`src/hdl/twims_pkg.sv`:
```
package twims_pkg;
	// register byte offsets
	localparam logic [11:0] OFS_EVT_STOPPED = 12'h104;
	localparam logic [11:0] OFS_EVT_RXREADY = 12'h108;
	localparam logic [11:0] OFS_EVT_TXSENT = 12'h11c;
	localparam logic [11:0] OFS_EVT_ERROR = 12'h124;
	localparam logic [11:0] OFS_EVT_BYTEBND = 12'h138;
	localparam logic [11:0] OFS_EVT_SUSPENDED = 12'h148;
	localparam logic [11:0] OFS_SHORTCUTS = 12'h200;
	localparam logic [11:0] OFS_INT_EN_SET = 12'h304;
	localparam logic [11:0] OFS_INT_EN_CLR = 12'h308;
	// reset values
	localparam logic [1:0] RST_SHORTCUTS = 2'h0;
	localparam logic [5:0] RST_INT_EN = 6'h00;
	localparam logic [5:0] RST_FLAGS = 6'h00;
	// shortcut field positions
	localparam int SHORT_BYTE_BOUNDARY_TO_SUSPEND = 0;
	localparam int SHORT_BB_HALT = 1;
	// interrupt enable field positions in the register word
	localparam int IE_STOPPED = 1;
	localparam int IE_RXREADY = 2;
	localparam int IE_TXSENT = 7;
	localparam int IE_ERROR = 9;
	localparam int IE_BYTEBND = 14;
	localparam int IE_SUSPENDED = 18;
	// internal event index order
	localparam int EV_STOPPED = 0;
	localparam int EV_RXREADY = 1;
	localparam int EV_TXSENT = 2;
	localparam int EV_ERROR = 3;
	localparam int EV_BYTEBND = 4;
	localparam int EV_SUSPENDED = 5;
	localparam int NUM_EV = 6;
	// axi responses
	localparam logic [1:0] RESP_OKAY = 2'h0;
	localparam logic [1:0] RESP_SLVERR = 2'h2;

	typedef struct packed {
		logic [11:0] awaddr;
		logic awvalid;
		logic [31:0] wdata;
		logic [3:0] wstrb;
		logic wvalid;
		logic bready;
		logic [11:0] araddr;
		logic arvalid;
		logic rready;
	} twims_axil_req_s;

	typedef struct packed {
		logic awready;
		logic wready;
		logic [1:0] bresp;
		logic bvalid;
		logic arready;
		logic [31:0] rdata;
		logic [1:0] rresp;
		logic rvalid;
	} twims_axil_rsp_s;

	// engine events, one-cycle pulses
	typedef struct packed {
		logic stopped;
		logic receive_byte_ready;
		logic transmit_byte_sent;
		logic error;
		logic byte_boundary_event;
		logic read_ack_done;
	} twims_evt_s;
endpackage : twims_pkg

```
`src/hdl/twims_top.sv`:
```
`timescale 1ns/1ps
`default_nettype none
module twims_top (
	// clock and reset
	input wire logic clk_i,
	input wire logic reset_i,
	// register bus
	input wire twims_pkg::twims_axil_req_s bus_i,
	output twims_pkg::twims_axil_rsp_s bus_o,
	// engine side
	input wire twims_pkg::twims_evt_s evt_i,
	input wire logic suspend_task_i,
	input wire logic resume_task_i,
	output logic suspend_task_o,
	output logic halt_task_o,
	output logic irq_o
);
	// byte-lane strobes widened to a bit mask
	function automatic logic [31:0] lane_mask(input logic [3:0] strb);
		lane_mask = {{8{strb[3]}}, {8{strb[2]}}, {8{strb[1]}}, {8{strb[0]}}};
	endfunction : lane_mask

	// enable vector to register bit positions and back
	function automatic logic [31:0] en_to_word(input logic [5:0] en);
		en_to_word = 32'h0;
		en_to_word[twims_pkg::IE_STOPPED] = en[twims_pkg::EV_STOPPED];
		en_to_word[twims_pkg::IE_RXREADY] = en[twims_pkg::EV_RXREADY];
		en_to_word[twims_pkg::IE_TXSENT] = en[twims_pkg::EV_TXSENT];
		en_to_word[twims_pkg::IE_ERROR] = en[twims_pkg::EV_ERROR];
		en_to_word[twims_pkg::IE_BYTEBND] = en[twims_pkg::EV_BYTEBND];
		en_to_word[twims_pkg::IE_SUSPENDED] = en[twims_pkg::EV_SUSPENDED];
	endfunction : en_to_word

	function automatic logic [5:0] word_to_en(input logic [31:0] w);
		word_to_en = {w[twims_pkg::IE_SUSPENDED], w[twims_pkg::IE_BYTEBND],
			w[twims_pkg::IE_ERROR], w[twims_pkg::IE_TXSENT],
			w[twims_pkg::IE_RXREADY], w[twims_pkg::IE_STOPPED]};
	endfunction : word_to_en

	function automatic int flag_index(input logic [11:0] a);
		case (a)
			twims_pkg::OFS_EVT_STOPPED: flag_index = twims_pkg::EV_STOPPED;
			twims_pkg::OFS_EVT_RXREADY: flag_index = twims_pkg::EV_RXREADY;
			twims_pkg::OFS_EVT_TXSENT: flag_index = twims_pkg::EV_TXSENT;
			twims_pkg::OFS_EVT_ERROR: flag_index = twims_pkg::EV_ERROR;
			twims_pkg::OFS_EVT_BYTEBND: flag_index = twims_pkg::EV_BYTEBND;
			twims_pkg::OFS_EVT_SUSPENDED: flag_index = twims_pkg::EV_SUSPENDED;
			default: flag_index = -1;
		endcase
	endfunction : flag_index

	// bus state
	// one read in flight at most, but a second write can park behind a waiting response; a held slot keeps its ready low
	logic aw_full_q, w_full_q, awready_q, wready_q, bvalid_q, arready_q, rvalid_q;
	logic [1:0] bresp_q, rresp_q;
	logic [11:0] awaddr_q;
	logic [31:0] wdata_q, rdata_q;
	logic [3:0] wstrb_q;
	// block state
	logic [5:0] flag_q, int_en_q;
	logic [1:0] event_task_shortcuts_q;
	logic susp_pend_q, suspend_task_q, halt_task_q, irq_q;

	// write channel handshakes, address and data in either order
	wire aw_take = bus_i.awvalid & awready_q;
	wire w_take = bus_i.wvalid & wready_q;
	wire wr_do = aw_full_q & w_full_q & ~bvalid_q;
	wire aw_full_d = (aw_full_q | aw_take) & ~wr_do;
	wire w_full_d = (w_full_q | w_take) & ~wr_do;
	// the response waits for bready; words taken meanwhile stay parked
	wire bvalid_d = wr_do | (bvalid_q & ~bus_i.bready);
	wire [31:0] wmask = lane_mask(wstrb_q);
	wire [31:0] wbits = wdata_q & wmask;
	wire wr_flag = wr_do & (flag_index(awaddr_q) >= 0);
	wire [2:0] wr_flag_sel = (flag_index(awaddr_q) >= 0) ? 3'(flag_index(awaddr_q)) : 3'h0;
	// flag and shortcut words live in byte lane 0
	wire wr_flag_lane = wstrb_q[0];
	wire wr_event_task_shortcuts = wr_do & (awaddr_q == twims_pkg::OFS_SHORTCUTS) & wstrb_q[0];
	wire wr_en_set = wr_do & (awaddr_q == twims_pkg::OFS_INT_EN_SET);
	wire wr_en_clr = wr_do & (awaddr_q == twims_pkg::OFS_INT_EN_CLR);
	wire wr_mapped = wr_flag | (awaddr_q == twims_pkg::OFS_SHORTCUTS) | wr_en_set | wr_en_clr;

	// read channel
	wire rd_do = bus_i.arvalid & arready_q;
	wire rvalid_d = rd_do | (rvalid_q & ~bus_i.rready);
	// low address bits dropped, as on the write side
	wire [11:0] ar_word = {bus_i.araddr[11:2], 2'h0};
	wire rd_is_flag = flag_index(ar_word) >= 0;
	// an unmapped word never indexes the flag vector
	wire [2:0] rd_flag_sel = rd_is_flag ? 3'(flag_index(ar_word)) : 3'h0;
	wire rd_is_event_task_shortcuts = ar_word == twims_pkg::OFS_SHORTCUTS;
	wire rd_is_en = (ar_word == twims_pkg::OFS_INT_EN_SET) |
		(ar_word == twims_pkg::OFS_INT_EN_CLR);
	// flag words carry their state in bit 0 only
	wire [31:0] rd_word = rd_is_flag ? {31'h0, flag_q[rd_flag_sel]} :
		rd_is_event_task_shortcuts ? {30'h0, event_task_shortcuts_q} :
		rd_is_en ? en_to_word(int_en_q) : 32'h0;
	wire rd_mapped = rd_is_flag | rd_is_event_task_shortcuts | rd_is_en;

	// shortcuts fire off the byte-boundary pulse
	wire bb_pulse = evt_i.byte_boundary_event;
	wire short_suspend = bb_pulse & event_task_shortcuts_q[twims_pkg::SHORT_BYTE_BOUNDARY_TO_SUSPEND];
	wire short_halt = bb_pulse & event_task_shortcuts_q[twims_pkg::SHORT_BB_HALT];
	wire suspend_req = suspend_task_i | short_suspend;
	// suspend lands only at a read ack, and only if asked for earlier
	wire susp_evt = evt_i.read_ack_done & susp_pend_q;
	// stop or resume drops a pending suspend; a fresh request in that cycle still wins
	wire susp_pend_d = (susp_pend_q & ~susp_evt & ~resume_task_i & ~evt_i.stopped) | suspend_req;

	// hardware events, one bit per flag word
	wire [5:0] hw_set = {susp_evt, bb_pulse, evt_i.error, evt_i.transmit_byte_sent,
		evt_i.receive_byte_ready, evt_i.stopped};
	// software writes the flag word; a same-cycle hardware set still wins
	logic [5:0] sw_flag;
	always_comb begin
		sw_flag = flag_q;
		if (wr_flag && wr_flag_lane) begin
			sw_flag[wr_flag_sel] = wdata_q[0];
		end
	end
	wire [5:0] flag_d = sw_flag | hw_set;
	// only ones in the written word move an enable
	wire [5:0] en_set_bits = wr_en_set ? word_to_en(wbits) : 6'h00;
	wire [5:0] en_clr_bits = wr_en_clr ? word_to_en(wbits) : 6'h00;
	wire [5:0] int_en_d = (int_en_q | en_set_bits) & ~en_clr_bits;
	// next-state terms, so irq moves on the same edge as the registers
	wire irq_d = |(flag_d & int_en_d);

	always_ff @(posedge clk_i or posedge reset_i) begin
		if (reset_i) begin
			aw_full_q <= 1'b0;
			w_full_q <= 1'b0;
			// readies start high so a request right after reset is taken
			awready_q <= 1'b1;
			wready_q <= 1'b1;
			bvalid_q <= 1'b0;
			bresp_q <= twims_pkg::RESP_OKAY;
			awaddr_q <= 12'h000;
			wdata_q <= 32'h0;
			wstrb_q <= 4'h0;
		end else begin
			aw_full_q <= aw_full_d;
			w_full_q <= w_full_d;
			awready_q <= ~aw_full_d;
			wready_q <= ~w_full_d;
			bvalid_q <= bvalid_d;
			if (wr_do) begin
				bresp_q <= wr_mapped ? twims_pkg::RESP_OKAY : twims_pkg::RESP_SLVERR;
			end
			if (aw_take) begin
				awaddr_q <= {bus_i.awaddr[11:2], 2'h0};
			end
			if (w_take) begin
				wdata_q <= bus_i.wdata;
				wstrb_q <= bus_i.wstrb;
			end
		end
	end

	always_ff @(posedge clk_i or posedge reset_i) begin
		if (reset_i) begin
			arready_q <= 1'b1;
			rvalid_q <= 1'b0;
			rdata_q <= 32'h0;
			rresp_q <= twims_pkg::RESP_OKAY;
		end else begin
			arready_q <= ~rvalid_d;
			rvalid_q <= rvalid_d;
			// data is caught at the address handshake and holds while rvalid waits
			if (rd_do) begin
				rdata_q <= rd_word;
				rresp_q <= rd_mapped ? twims_pkg::RESP_OKAY : twims_pkg::RESP_SLVERR;
			end
		end
	end

	always_ff @(posedge clk_i or posedge reset_i) begin
		if (reset_i) begin
			flag_q <= twims_pkg::RST_FLAGS;
			int_en_q <= twims_pkg::RST_INT_EN;
			event_task_shortcuts_q <= twims_pkg::RST_SHORTCUTS;
			susp_pend_q <= 1'b0;
			suspend_task_q <= 1'b0;
			halt_task_q <= 1'b0;
			irq_q <= 1'b0;
		end else begin
			flag_q <= flag_d;
			int_en_q <= int_en_d;
			if (wr_event_task_shortcuts) begin
				event_task_shortcuts_q <= wdata_q[1:0];
			end
			susp_pend_q <= susp_pend_d;
			// task outputs are one-cycle pulses straight from flops
			suspend_task_q <= suspend_req;
			halt_task_q <= short_halt;
			irq_q <= irq_d;
		end
	end

	assign bus_o.awready = awready_q;
	assign bus_o.wready = wready_q;
	assign bus_o.bresp = bresp_q;
	assign bus_o.bvalid = bvalid_q;
	assign bus_o.arready = arready_q;
	assign bus_o.rdata = rdata_q;
	assign bus_o.rresp = rresp_q;
	assign bus_o.rvalid = rvalid_q;
	assign suspend_task_o = suspend_task_q;
	assign halt_task_o = halt_task_q;
	assign irq_o = irq_q;
endmodule : twims_top
`default_nettype wire

```
`config.mk`:
```
export PLATFORM = sky130hd
export DESIGN_NAME = twims_top
export DESIGN_NICKNAME = d
export VERILOG_FILES = /design/src/hdl/twims_pkg.sv /design/src/hdl/twims_top.sv
export SDC_FILE = /design/constraint.sdc
export NUM_CORES = 1
export LEC_CHECK = 0
export ABC_AREA = 0
export BUFFER_PORTS_ARGS = -buffer_cell sky130_fd_sc_hd__clkbuf_2
export CORE_MARGIN = 8
export CORE_UTILIZATION = 30
export CTS_CLUSTER_DIAMETER = 40
export DETAILED_ROUTE_END_ITERATION = 6
export MAX_ROUTING_LAYER = met4
export SETUP_SLACK_MARGIN = 0.4
export SLEW_MARGIN = 20
export SYNTH_ARGS = -nofsm -noshare
export SYNTH_HDL_FRONTEND = slang
export SYNTH_SLANG_ARGS = --single-unit
```
`constraint.sdc`:
```
create_clock -name clk_i -period 2.8 [get_ports clk_i]
set_input_delay 0.14 -clock clk_i [delete_from_list [all_inputs] [get_ports clk_i]]
set_output_delay 0.14 -clock clk_i [all_outputs]
set_load 0.1 [all_outputs]
```
-- After elaboration in Yosys (flattened, before gate mapping)
Cells that the tools add are included.
- register bits after elaboration: 93
- bits in latches: 0
- memory bits (writable): 0
- ROM bits: 0
- output and inout bits: 44
- word-level logic and storage cells: 111
- memories: 0
- add/subtract/negate cells: 0
- $mul: 0
- div/mod/pow operators: 0
- magnitude comparators: 5
- eq/ne operators: 18
- shifts and indexed selects: 0
- mux-type cells: 17
- bitwise logic cells: 48
- reduce and logical (&&, ||, !) cells: 3
- operator list (operator ; count):
    $pmux W32 S6 ; 2
    $eq A10 B7 Y1 const B ; 12
    $ge A32 B1 Y1 const B ; 2
    $eq A10 B8 Y1 const B ; 6
    $mux W19 ; 3
    $and A1 B1 Y1 ; 20
    $and A19 B19 Y19 ; 1
    $mux W6 ; 3
    $and A6 B6 Y6 ; 2
    $or A1 B1 Y1 ; 12
    $or A6 B6 Y6 ; 2
    $not A1 Y1 ; 10
    $lt A3 B4 Y1 const B ; 2
    $bwmux W6 ; 1
    $mux W3 ; 2
    $not A6 Y6 ; 1
    $reduce_or A6 Y1 ; 1
    $mux W2 ; 2
    $bmux W1 S3 ; 1
    $demux W1 S3 ; 1
    $ge A3 B1 Y1 const B ; 1
    $logic_and A1 B1 Y1 ; 2
    $mux W1 ; 2

-- Longest topological paths before layout
Gate-level depths: netlist of run 1.
- word-level depth: 13
- depth in mapped cells: 8
- mapped depth without buffers: 6

-- Worst setup path before layout of run 1
Ideal clock, no wire load.
- kind: register to register
- start: register awaddr_q[10]
- end: register irq_q (netlist: irq_o)
- arrival: 1.898 ns
- required time: 2.666 ns
- path slack: 0.768 ns
- stages on the path, launching flop included: 8
- clock period less this slack: 2.032 ns
- cells stage by stage: dfrtp_1 -> or3_4 -> or3_1 -> buf_2 -> nor3_1 -> mux2i_1 -> a21bo_1 -> nand4_1
- cells in the longest elaborated chain, start to end: 13
- elaborated cells on any way between the ends: 30
- those cells by class: 3 x order compare; 8 x eq/ne; 8 x mux; 8 x bitwise; 3 x reduce/logical
- RTL lines (what ; RTL line ; RTL):
    start: declaration ; twims_top.sv:56 ; logic [11:0] awaddr_q;
    start signal: assignment ; twims_top.sv:151 ; awaddr_q <= {bus_i.awaddr[11:2], 2'h0};
    $eq A10 B7 Y1 ; twims_top.sv:41 ; case (a)
    $pmux W32 S6 ; twims_top.sv:41 ;
    $ge A32 B1 Y1 ; twims_top.sv:74, twims_top.sv:75 ;
    $mux W3 ; twims_top.sv:75 ; wire [2:0] wr_flag_sel = (flag_index(awaddr_q) >= 0) ? 3'(flag_index(awaddr_q)) : 3'h0;
    $lt A3 B4 Y1 (not written as such) or $ge A3 B1 Y1 (tied branches) ; twims_top.sv:118 ; sw_flag[wr_flag_sel] = wdata_q[0];
    $logic_and A1 B1 Y1 (not written as such) ; twims_top.sv:118 ;
    $mux W1 (not written as such) ; twims_top.sv:118 ;
    $demux W1 S3 ; twims_top.sv:118 ;
    $bwmux W6 ; twims_top.sv:118 ;
    $mux W6 ; twims_top.sv:117 ; if (wr_flag && wr_flag_lane) begin
    $or A6 B6 Y6 ; twims_top.sv:121 ; wire [5:0] flag_d = sw_flag | hw_set;
    $and A6 B6 Y6 * ; twims_top.sv:127 ; wire irq_d = |(flag_d & int_en_d);
    $reduce_or A6 Y1 * ; twims_top.sv:127 ;
    via irq_d ; twims_top.sv:127 ;
    end signal: assignment ; twims_top.sv:196 ; irq_q <= irq_d;
    end: declaration ; twims_top.sv:62 ; logic susp_pend_q, suspend_task_q, halt_task_q, irq_q;
The timed path passes the listed nets; every way through them passes the cells marked *.
A chain may end at the register's enable or synchronous reset.

-- Worst setup path in the final report of run 1
- start: register awaddr_q[2]
- end: register irq_q (netlist: irq_o)
- cells in the longest elaborated chain, start to end: 13
- elaborated cells on any way between the ends: 30
- those cells by class: 3 x order compare; 8 x eq/ne; 8 x mux; 8 x bitwise; 3 x reduce/logical
- RTL lines (what ; RTL line):
    $eq A10 B7 Y1 ; twims_top.sv:41
    $pmux W32 S6 * ; twims_top.sv:41
    $ge A32 B1 Y1 ; twims_top.sv:74, twims_top.sv:75
    $mux W3 ; twims_top.sv:75
    $lt A3 B4 Y1 (not written as such) or $ge A3 B1 Y1 (tied branches) ; twims_top.sv:118
    $logic_and A1 B1 Y1 (not written as such) ; twims_top.sv:118
    $mux W1 (not written as such) ; twims_top.sv:118
    $demux W1 S3 ; twims_top.sv:118
    $bwmux W6 ; twims_top.sv:118
    $mux W6 * ; twims_top.sv:117
    $or A6 B6 Y6 * ; twims_top.sv:121
    via flag_d[3] ; twims_top.sv:121
    $and A6 B6 Y6 * ; twims_top.sv:127
    $reduce_or A6 Y1 * ; twims_top.sv:127
    via irq_d ; twims_top.sv:127
Marked as above.

==> results of run 1 <==
sequential cells by signal, indices dropped and copies added (netlist names):
| name | cells |
|---|---|
| arready_q | 1 |
| susp_pend_q | 1 |
| int_en_q | 6 |
| awready_q | 1 |
| rdata_q | 7 |
| flag_q | 6 |
| rresp_q | 1 |
| irq_o | 1 |
| rvalid_q | 1 |
| bresp_q | 1 |
| wdata_q | 7 |
| wstrb_q | 3 |
| bvalid_q | 1 |
| event_task_shortcuts_q | 2 |
| awaddr_q | 10 |
| halt_task_o | 1 |
| wready_q | 1 |
| suspend_task_o | 1 |
| w_full_q | 1 |
| aw_full_q | 1 |
what timing repair did:
item	CTS	global route
setup endpoints to repair	0	1
hold buffers	2	0
gates resized for setup	0	1
endpoints found under the hold margin	20	0
setup buffers	0	2
final cells by class:
class | instances | area [sq um] | share of cell area
clock buffers | 5 | 68.8 | 0.0203
clock inverters | 3 | 47.5 | 0.0141
inverters | 12 | 45.0 | 0.0133
multi-input cells | 200 | 1330 | 0.393
flip-flops and latches | 54 | 1360 | 0.401
well taps | 133 | 166 | 0.0492
repair buffers | 69 | 370 | 0.109
cells in the final DEF, fill, tap and decap left out, types with 3 or more instances in the layout:
master      n
a21oi_1     4
clkbuf_8    5
inv_1      11
nand2b_1    3
nand4b_1    4
a41oi_1     6
a31oi_1     5
buf_4       6
mux2i_1     6
nor2b_1     6
nor3b_1     3
dfrtp_1    51
o2bb2ai_1   3
or3_1       3
nor3_1      3
conb_1     27
o21ai_0    17
nor2_1     17
dfstp_2     3
and2_1      5
mux2_2     20
nand2_1    26
clkbuf_2   61
cell usage after synthesis, types with 2 or more instances:
cell	number
nand4b_1	4
buf_2	4
o21ai_0	17
nand2b_1	3
nand2_1	26
and2_1	5
and3b_1	2
nor3_1	3
a41oi_1	6
or3_4	2
mux2i_1	6
clkbuf_1	2
o31ai_1	2
buf_4	33
o2bb2ai_1	3
dfrtp_1	51
nand3_1	2
nor2_1	17
a21oi_1	4
mux2_2	20
a31oi_1	5
or2_2	2
a21o_1	2
nor2b_1	6
nand3b_1	2
inv_1	12
dfstp_2	3
nor4b_1	2
or3_1	3
and3_1	2
nor3b_1	3
through the flow:
stage          total power, mW  utilization  area [sq um]  hold slack, ns
6_report                  2.90        0.353          3380          0.0129
3_5_place_dp              2.37        0.336          3230           0.159
4_1_cts                   2.91        0.351          3360          0.0102
2_1_floorplan             2.21            -          3000           0.236
5_1_grt                   3.07        0.353          3380          0.0264
3_3_place_gp              2.35        0.336          3230           0.150
power by group through the flow:
stage               clock network [mW]  registers [mW]  logic (mW)
floorplan                            0            1.27       0.936
global placement                     0            1.23        1.12
detailed placement                   0            1.24        1.13
CTS                              0.547            1.22        1.14
global route                     0.575            1.27        1.23
finish                           0.533            1.22        1.14
logic make-up (layout without fill, tap and decap cells):
logic type                after synthesis  after routing  synth area share
buffers and inverters                  52             89             0.111
AOI/OAI and AO/OA                      54             54             0.138
other                                   1             27           0.00129
and+or+nand+nor                        92             92             0.182
muxes                                  26             26            0.0982
DFF                                    54             54             0.466
xor gates and xnor gates                1              1           0.00301
final timing paths:
| check | from | endpoint | slack [ns] | depth (start not counted) |
|---|---|---|---|---|
| max | awaddr_q[2] | irq_o | 0.60 | 6 |
| min | suspend_task_i | suspend_task_o | 0.01 | 2 |
| max reg2reg | awaddr_q[2] | irq_o | 0.60 | 6 |
| min reg2reg | rresp_q[1] | rresp_q[1] | 0.48 | 2 |
| max in group asynchronous | reset_i | awready_q | 1.75 | 4 |
| min in group asynchronous | reset_i | rdata_q[14] | 0.37 | 3 |
per-layer routing:
| metal | wire [um] | vias to the layer above |
|---|---|---|
| met3 | 524 | 6 |
| met5 | 0 | - |
| met1 | 3150 | 1050 |
| met2 | 2960 | 80 |
| li1 | - | 1064 |
| met4 | 51 | 0 |
==> impl_metrics.py, run 1 <==
metrics = {
    "run_status": {
        "status": "completed",
    },
    "pwr": {
        "combPwrFrac": 0.394,
        "p_per_area_nw_per_um2": 856,
        "power_report.internal_total_mw": 1.62,
        "p_seq_frac": 0.422,
        "ir_worst_vdd_mv": 0.649,
        "clock_power_share": 0.184,
        "leakagePower_nw": 1.50,
        "p_sw_mw": 1.27,
        "swShare": 0.440,
    },
    "timing": {
        "slew_headroom": 0.629,
        "rsz0062_at_grt": "no",
        "tightest_slew_ns": 0.559,
        "final.setup.tns_ns": 0,
        "setup_viol": 0,
        "drv_slew": 0,
        "timing.final.crit_share": 0.787,
        "finalWorstSetupSlack_ns": 0.597,
        "skew_ns": 0.0104,
        "fmax_mhz": 454,
        "finalCriticalPeriod_ns": 2.20,
        "hold_viol": 0,
    },
    "clock_network": {
        "numCtsBuffers": 5,
        "clockBufferDepth": 2,
        "clk_pin_slew_ns": 0.10,
        "htreeDepth": 2,
        "tritoncts": "yes",
        "clkLatencyLatePin_ns": 0.31,
        "cts_root_buf": "clkbuf_8",
        "cts_sinks": 54,
    },
    "synth": {
        "syn_area_sq_um": 2910,
        "yosysWarnings": 0,
        "avgSynthCellArea_sq_um": 10.4,
        "syn_inst": 280,
        "synth_cell_types": 57,
        "ys_top_cells_by_area": "dfrtp_1 44%, buf_4 8.5%, mux2_2 7.7%",
        "synth_top_area_cell": "dfrtp_1",
        "ys_ff_latch": 54,
        "ys_async_sr_fraction": 1.00,
        "synth_ff_type": "dfrtp_1",
        "synth_edf_count": 0,
        "synth_top_area_share": 0.439,
        "yosysSeqAreaShare": 0.466,
    },
    "grt": {
        "grt_max_degree": 23,
        "use_met2": 0.160,
        "grt.busiest_layer": "met2",
        "antenna_found_initial": 0,
        "use_met3": 0.0285,
        "met1_usage": 0.145,
        "grt_pass1_wl_um": 11000,
        "first_global_vias": 2219,
        "overflow": 0,
        "track_usage": 0.108,
    },
    "layout": {
        "area_growth_pct": 16.4,
        "antenna_cells": 0,
        "fin_cells": 476,
        "drive_above_1_share": 0.318,
        "fillers": 999,
        "layout.nets": 417,
    },
    "routing": {
        "drc": 0,
        "wire_per_inst_um": 14.0,
        "via_per_inst": 4.62,
        "ant_nets": 0,
        "routed_wl_um": 6680,
        "dr.pass1.iters": 4,
        "dr_total_vias": 2200,
        "drtIter0Drc": 121,
    },
    "floorplanning": {
        "core_area_sq_um": 9590,
        "initial_core_util": 0.303,
        "placement_rows": 36,
        "dieArea_sq_um": 13100,
        "num_io_pins": 119,
        "die_x_um": 114,
        "die_h_um": 114,
    },
    "placed_design": {
        "dp_cells": 464,
        "place_ws_ns": 0.556,
        "gp_congestion": 0.851,
        "dpl.hpwl_um": 5350,
        "numPortBuffers": 61,
    },
    "critical_path": {
        "crit_type": "register to register",
        "crit_path_cell_trace": "or4bb_1, a21oi_1, nor3b_1, mux2i_1, a22oi_2, nand4_1",
        "required_ns": 3.05,
        "path_max_fanout": 11,
        "cp.buffers_inverters": 0,
        "cp_slowest_stage_delay_ns": 0.54,
        "worstPathArrival_ns": 2.45,
        "end_kind": "register",
        "cpLargestDelayFamily": "simple AND/OR/NAND/NOR gates",
        "worst_setup_path_start_kind": "register",
        "worst_path_max_delay_cell": "dfrtp_1",
    },
    "run": {
        "maxCapViolations": 0,
    },
    "hold_path": {
        "min_path_type": "input pin to register",
    },
}
No activity file was read; power rests on OpenSTA's default activity.
==> run 2: changes to the inputs <==
- ABC_AREA: 0 -> 1
- clock period: 2.8 -> 1.8 ns (I/O delays scaled with it)
==> impl_metrics.py, run 2 <==
metrics = {
    "run_status": {
        "status": "completed",
    },
    "layout": {
        "design_area_sq_um": 3830,
        "layout_common_cells": "98 x nand2_1, 58 x clkbuf_2, 49 x inv_1",
        "area_growth_pct": 26.4,
        "largest_reg_flops": 10,
        "top_regs": "awaddr_q: 10 flops, rdata_q: 7 flops, wdata_q: 7 flops",
        "antenna_cells": 0,
        "mostFrequentLayoutCell": "nand2_1",
        "drive_above_1_share": 0.297,
        "top_register": "awaddr_q",
        "layout.nets": 552,
    },
    "critical_path": {
        "endpoint": "irq_o",
        "worstPathArrival_ns": 1.84,
        "required_ns": 1.98,
        "rr_worst_depth": 12,
        "r2r_start": "awaddr_q[10]",
        "end_kind": "register",
        "crit_type": "register to register",
        "r2r-end": "irq_o",
        "path_max_fanout": 4,
        "startpoint": "awaddr_q[10]",
        "rrSetupSlack_ns": 0.14,
        "worst_setup_path_start_kind": "register",
    },
    "pwr": {
        "ir_worst_vdd_mv": 1.19,
        "leakagePower_nw": 2.00,
        "clock_power_share": 0.150,
        "p_seq_frac": 0.399,
        "swShare": 0.484,
        "p_sw_mw": 2.25,
        "p_per_area_nw_per_um2": 1210,
        "combPwrFrac": 0.450,
        "power_report.internal_total_mw": 2.40,
    },
    "timing": {
        "setup_viol": 0,
        "drv_slew": 0,
        "tightest_slew_ns": 0.583,
        "timing.final.crit_share": 0.922,
        "skew_ns": 0.0108,
        "rsz0062_at_grt": "yes",
        "finalCriticalPeriod_ns": 1.66,
        "fmax_mhz": 603,
        "slew_headroom": 0.608,
        "hold_slack_ns": 0.00765,
        "hold_viol": 0,
    },
    "routing": {
        "via_per_inst": 4.24,
        "dr.pass1.iters": 4,
        "dr_total_vias": 2592,
        "wire_per_inst_um": 11.6,
        "drc": 0,
        "routed_wl_um": 7100,
        "drtIter0Drc": 125,
        "ant_nets": 0,
    },
    "hold_path": {
        "min_path_type": "input pin to register",
    },
    "floorplanning": {
        "core_area_sq_um": 9770,
        "initial_core_util": 0.310,
        "placement_rows": 36,
        "die_h_um": 117,
        "die_x_um": 117,
        "num_io_pins": 119,
        "dieArea_sq_um": 13600,
    },
    "clock_network": {
        "tritoncts": "yes",
        "cts_root_buf": "clkbuf_8",
        "clk_pin_slew_ns": 0.10,
        "cts_sinks": 54,
        "htreeDepth": 2,
        "clockBufferDepth": 2,
        "numCtsBuffers": 5,
        "clkLatencyLatePin_ns": 0.30,
    },
    "grt": {
        "antenna_found_initial": 0,
        "track_usage": 0.111,
        "first_global_vias": 2610,
        "grt_pass1_wl_um": 11900,
        "grt_max_degree": 40,
        "overflow": 0,
    },
    "synth": {
        "syn_area_sq_um": 3030,
        "synth_top_area_share": 0.421,
        "ys_ff_latch": 54,
        "synth_top_area_cell": "dfrtp_1",
        "ys_async_sr_fraction": 1.00,
        "avgSynthCellArea_sq_um": 7.69,
        "synth_cell_types": 28,
        "ys_top_cells_by_area": "dfrtp_1 42%, nand2_1 13%, buf_4 7.9%",
        "synth_edf_count": 0,
        "yosysSeqAreaShare": 0.447,
        "synth_ff_type": "dfrtp_1",
        "yosysMostFrequentCell": "nand2_1",
        "syn_inst": 394,
        "ys_top_cells_by_count": "109 x nand2_1, 57 x inv_1, 51 x dfrtp_1, 32 x buf_4, 32 x nor2_1",
        "yosysWarnings": 0,
    },
    "placed_design": {
        "dpl.hpwl_um": 5660,
        "numPortBuffers": 61,
        "dpl_cell_area_sq_um": 3370,
        "gp_congestion": 0.867,
    },
    "run": {
        "maxCapViolations": 0,
    },
}
run 2: changes by cell type after synthesis, sizes merged, moves of 17 or more:
cell,delta
nand2,+90
nand3,+25
mux2,-19
nor2,+25
o21ai,+17
inv,+50
run 2: area by class of cell:
class                           instances  area [sq um]
Multi-Input combinational cell        268          1410
Tap cell                              133           166
Sequential cell                        54          1360
Timing Repair Buffer                   86           562
Fill cell                            1054          5940
Inverter                               62           239
Clock buffer                            6          82.6
Clock inverter                          2          12.5
run 2: power groups by stage:
stage / registers, mW / logic [mW] / clock network, mW
detailed placement: 1.85 / 1.87 / 0
global placement: 1.84 / 1.84 / 0
floorplan: 1.97 / 1.49 / 0
finish: 1.86 / 2.10 / 0.699
CTS: 1.83 / 1.97 / 0.733
global route: 1.91 / 2.29 / 0.782
run 2: what timing repair did:
action                                  4_1_cts  5_1_grt
hold buffers                                 19        0
endpoints found under the setup margin       12       28
endpoints found under the hold margin        31        0
setup buffers                                 2        3
resized for setup                            12       34
pin swaps                                     6       10
run 2: worst max-delay path, stage by stage (launching register included):
cell and delay (ns):
dfrtp_1 0.41, nor2_4 0.18, nand2_4 0.09, nor2_8 0.13
nand2_4 0.09, nor2_4 0.17, nand2_2 0.07, nand2_2 0.07
nand3b_4 0.08, nand2_1 0.08, nand2_1 0.05, inv_1 0.04
nand4_1 0.08
run 2: kinds of logic after synthesis:
group                  synth area share
other                           0.00124
multiplexers                    0.00371
flip-flops                        0.447
AO/OA/AOI/OAI                    0.0755
AND/OR/NAND/NOR                   0.312
buffers and inverters             0.161
run 2: how the worst min path moves through the flow:
stage                              start              to  slack [ns]  depth (start not counted)
final                          bus_i[57]     awaddr_q[4]       0.008                          3
after global routing           bus_i[57]     awaddr_q[4]       0.004                          3
after CTS                 suspend_task_i  suspend_task_o       0.002                          3
after detailed placement         reset_i        w_full_q        0.08                          2
after global placement           reset_i        w_full_q        0.06                          2
after floorplan                bus_i[14]        bvalid_q        0.19                          1
run 2: layer usage:
layer  global-route usage  routed length (um)  share of wire  vias to the layer above
met5                    -                   0              0                        -
met4               0.0225                  31         0.0044                        0
met3               0.0253                 584          0.082                        4
met2                0.175                3090           0.43                       83
met1                0.143                3400           0.48                     1170
li1                     -                   -              -                     1335
run 2: per-stage QoR:
step	total power, mW	util	TNS (ns)	cells	worst slack (ns)
2_1_floorplan	3.46	-	0	420	0.355
3_3_place_gp	3.67	0.345	0	579	0.169
3_5_place_dp	3.72	0.345	0	579	0.148
4_1_cts	4.54	0.379	0	608	0.154
5_1_grt	4.98	0.392	-0.0202	611	-0.0202
6_report	4.65	0.392	0	611	0.140
==> run 3: changes to the inputs <==
- SETUP_SLACK_MARGIN: 0.4 -> 0.5
==> impl_metrics.py, run 3 (same netlist as run 2, synthesis figures left out) <==
metrics = {
    "grt": {
        "antenna_found_initial": 0,
        "met1_usage": 0.145,
        "overflow": 0,
        "use_met3": 0.0253,
        "grt.busiest_layer": "met2",
        "grt_max_degree": 55,
        "use_met2": 0.169,
        "first_global_vias": 2528,
        "grt_pass1_wl_um": 11700,
        "track_usage": 0.112,
    },
    "layout": {
        "antenna_cells": 0,
        "fillers": 1019,
        "mostFrequentLayoutCell": "nand2_1",
        "drive_above_1_share": 0.298,
        "fin_util": 0.402,
        "fin_cells": 619,
        "largest_reg_flops": 10,
        "layout_common_cells": "96 x nand2_1, 58 x clkbuf_2, 49 x inv_1",
        "top_regs": "awaddr_q: 10 flops, rdata_q: 7 flops, wdata_q: 7 flops",
        "layout.nets": 560,
        "top_register": "awaddr_q",
        "area_growth_pct": 29.6,
        "design_area_sq_um": 3930,
    },
    "clock_network": {
        "tritoncts": "yes",
        "clockBufferDepth": 2,
        "clkLatencyLatePin_ns": 0.31,
        "clk_pin_slew_ns": 0.10,
        "numCtsBuffers": 5,
        "cts_sinks": 54,
        "cts_root_buf": "clkbuf_8",
        "htreeDepth": 2,
    },
    "critical_path": {
        "required_ns": 1.98,
        "worst_setup_path_start_kind": "register",
        "cp_slowest_stage_delay_ns": 0.45,
        "rr_worst_depth": 13,
        "worstPathArrival_ns": 1.87,
        "cp_common_cell": "nand2_2",
        "crit_type": "register to register",
        "end_kind": "register",
        "worst_path_max_delay_cell": "dfrtp_2",
        "path_max_fanout": 4,
        "rrSetupSlack_ns": 0.12,
        "cp.buffers_inverters": 2,
        "r2r_start": "awaddr_q[4]",
        "r2r-end": "irq_o",
        "crit_path_cell_trace": "buf_6, nor2_4, nand2_2, nand2_2, nand2_4, nor2_4, nand2_1, nand2_2, nand3b_4, nand2_2, nand2_2, inv_2, nand4_1",
        "cpLargestDelayFamily": "simple AND/OR/NAND/NOR gates",
    },
    "routing": {
        "dr_total_vias": 2602,
        "ant_nets": 0,
        "routed_wl_um": 7270,
        "dr.pass1.iters": 4,
        "drtIter0Drc": 138,
        "drc": 0,
        "via_per_inst": 4.20,
        "wire_per_inst_um": 11.7,
    },
    "timing": {
        "timing.final.crit_share": 0.935,
        "skew_ns": 0.00642,
        "slew_headroom": 0.608,
        "hold_viol": 0,
        "finalWorstSetupSlack_ns": 0.117,
        "finalCriticalPeriod_ns": 1.68,
        "drv_slew": 0,
        "tightest_slew_ns": 0.583,
        "rsz0062_at_grt": "yes",
        "fmax_mhz": 594,
        "setup_viol": 0,
    },
    "pwr": {
        "leakagePower_nw": 2.02,
        "combPwrFrac": 0.440,
        "power_report.internal_total_mw": 2.51,
        "clock_power_share": 0.173,
        "p_per_area_nw_per_um2": 1210,
        "p_seq_frac": 0.387,
        "p_sw_mw": 2.25,
        "ir_worst_vdd_mv": 1.06,
        "swShare": 0.472,
    },
    "placed_design": {
        "gp_congestion": 0.849,
        "numPortBuffers": 61,
        "place_ws_ns": 0.127,
        "dpl.hpwl_um": 5520,
        "dpl_cell_area_sq_um": 3370,
        "dp_cells": 579,
    },
    "floorplanning": {
        "initial_core_util": 0.310,
        "placement_rows": 36,
        "core_area_sq_um": 9770,
        "num_io_pins": 119,
        "dieArea_sq_um": 13600,
        "die_x_um": 117,
        "die_h_um": 117,
    },
    "run": {
        "maxCapViolations": 0,
    },
    "hold_path": {
        "min_from": "bus_i[21]",
        "hold_depth": 3,
        "min_path_type": "input pin to register",
        "min_to": "wdata_q[1]",
    },
    "run_status": {
        "status": "completed",
    },
}
[run 3: cell types whose count changed in the layout (fill, tap and decap cells not counted), moves of 2 or more]
| cell | previous run | this run |
|---|---|---|
| buf_4 | 4 | 7 |
| clkinvlp_4 | 2 | 4 |
| dlygate4sd3_1 | 19 | 23 |
| nand2_1 | 98 | 96 |
| nand2_2 | 14 | 16 |
| nor2_1 | 27 | 29 |
| nor2_4 | 11 | 9 |
| o21ai_1 | 11 | 13 |
[run 3: worst max path at each step]
stage	end	slack (ns)	depth (start not counted)	startpoint
4_1_cts	irq_o	0.17	12	awaddr_q[4]
2_1_floorplan	irq_o	0.35	12	awaddr_q[6]
6_report	irq_o	0.12	13	awaddr_q[4]
3_5_place_dp	irq_o	0.13	10	awaddr_q[5]
3_3_place_gp	irq_o	0.17	10	awaddr_q[5]
5_1_grt	irq_o	-0.02	11	awaddr_q[5]
[run 3: worst reg2reg max path, cell delays in order (launching register included)]
cell and delay, ns:
dfrtp_2 0.45, buf_6 0.13, nor2_4 0.10, nand2_2 0.07, nand2_2 0.08, nand2_4 0.08, nor2_4 0.15, nand2_1 0.08
nand2_2 0.08, nand3b_4 0.08, nand2_2 0.08, nand2_2 0.05, inv_2 0.04, nand4_1 0.09
[run 3: cell type report]
| type | count | area, sq um | share of cell area |
|---|---|---|---|
| Multi-Input combinational cell | 268 | 1410 | 0.359 |
| Sequential cell | 54 | 1360 | 0.346 |
| Timing Repair Buffer | 94 | 638 | 0.162 |
| Inverter | 62 | 244 | 0.0621 |
| Tap cell | 133 | 166 | 0.0424 |
| Clock buffer | 6 | 72.6 | 0.0185 |
| Clock inverter | 2 | 37.5 | 0.00956 |
[run 3: metrics by stage]
step	TNS [ns]	total power, mW	hold WS [ns]
2_1_floorplan	0	3.46	0.157
3_3_place_gp	0	3.67	0.175
3_5_place_dp	0	3.71	0.179
4_1_cts	0	4.68	0.00247
5_1_grt	-0.0207	5.09	0.0178
6_report	0	4.77	0.00822
[run 3: layer usage]
metal	share of wire	wire [um]	up-vias
li1	-	-	1348
met1	0.48	3490	1165
met2	0.43	3120	83
met3	0.082	599	6
met4	0.0084	61	0
met5	0	0	-
[run 3: power by group through the flow]
stage	Clock (mW)	Combinational, mW	Sequential, mW
2_1_floorplan	0	1.49	1.97
3_3_place_gp	0	1.84	1.84
3_5_place_dp	0	1.86	1.85
4_1_cts	0.857	2.00	1.82
5_1_grt	0.903	2.29	1.90
6_report	0.826	2.10	1.84
[run 3: repair_timing]
item,in CTS,in global routing
setup endpoints to repair,37,34
hold buffers,23,0
resized for setup,14,32
hold endpoints to repair,73,0
pin swaps,3,17
buffers inserted,4,5
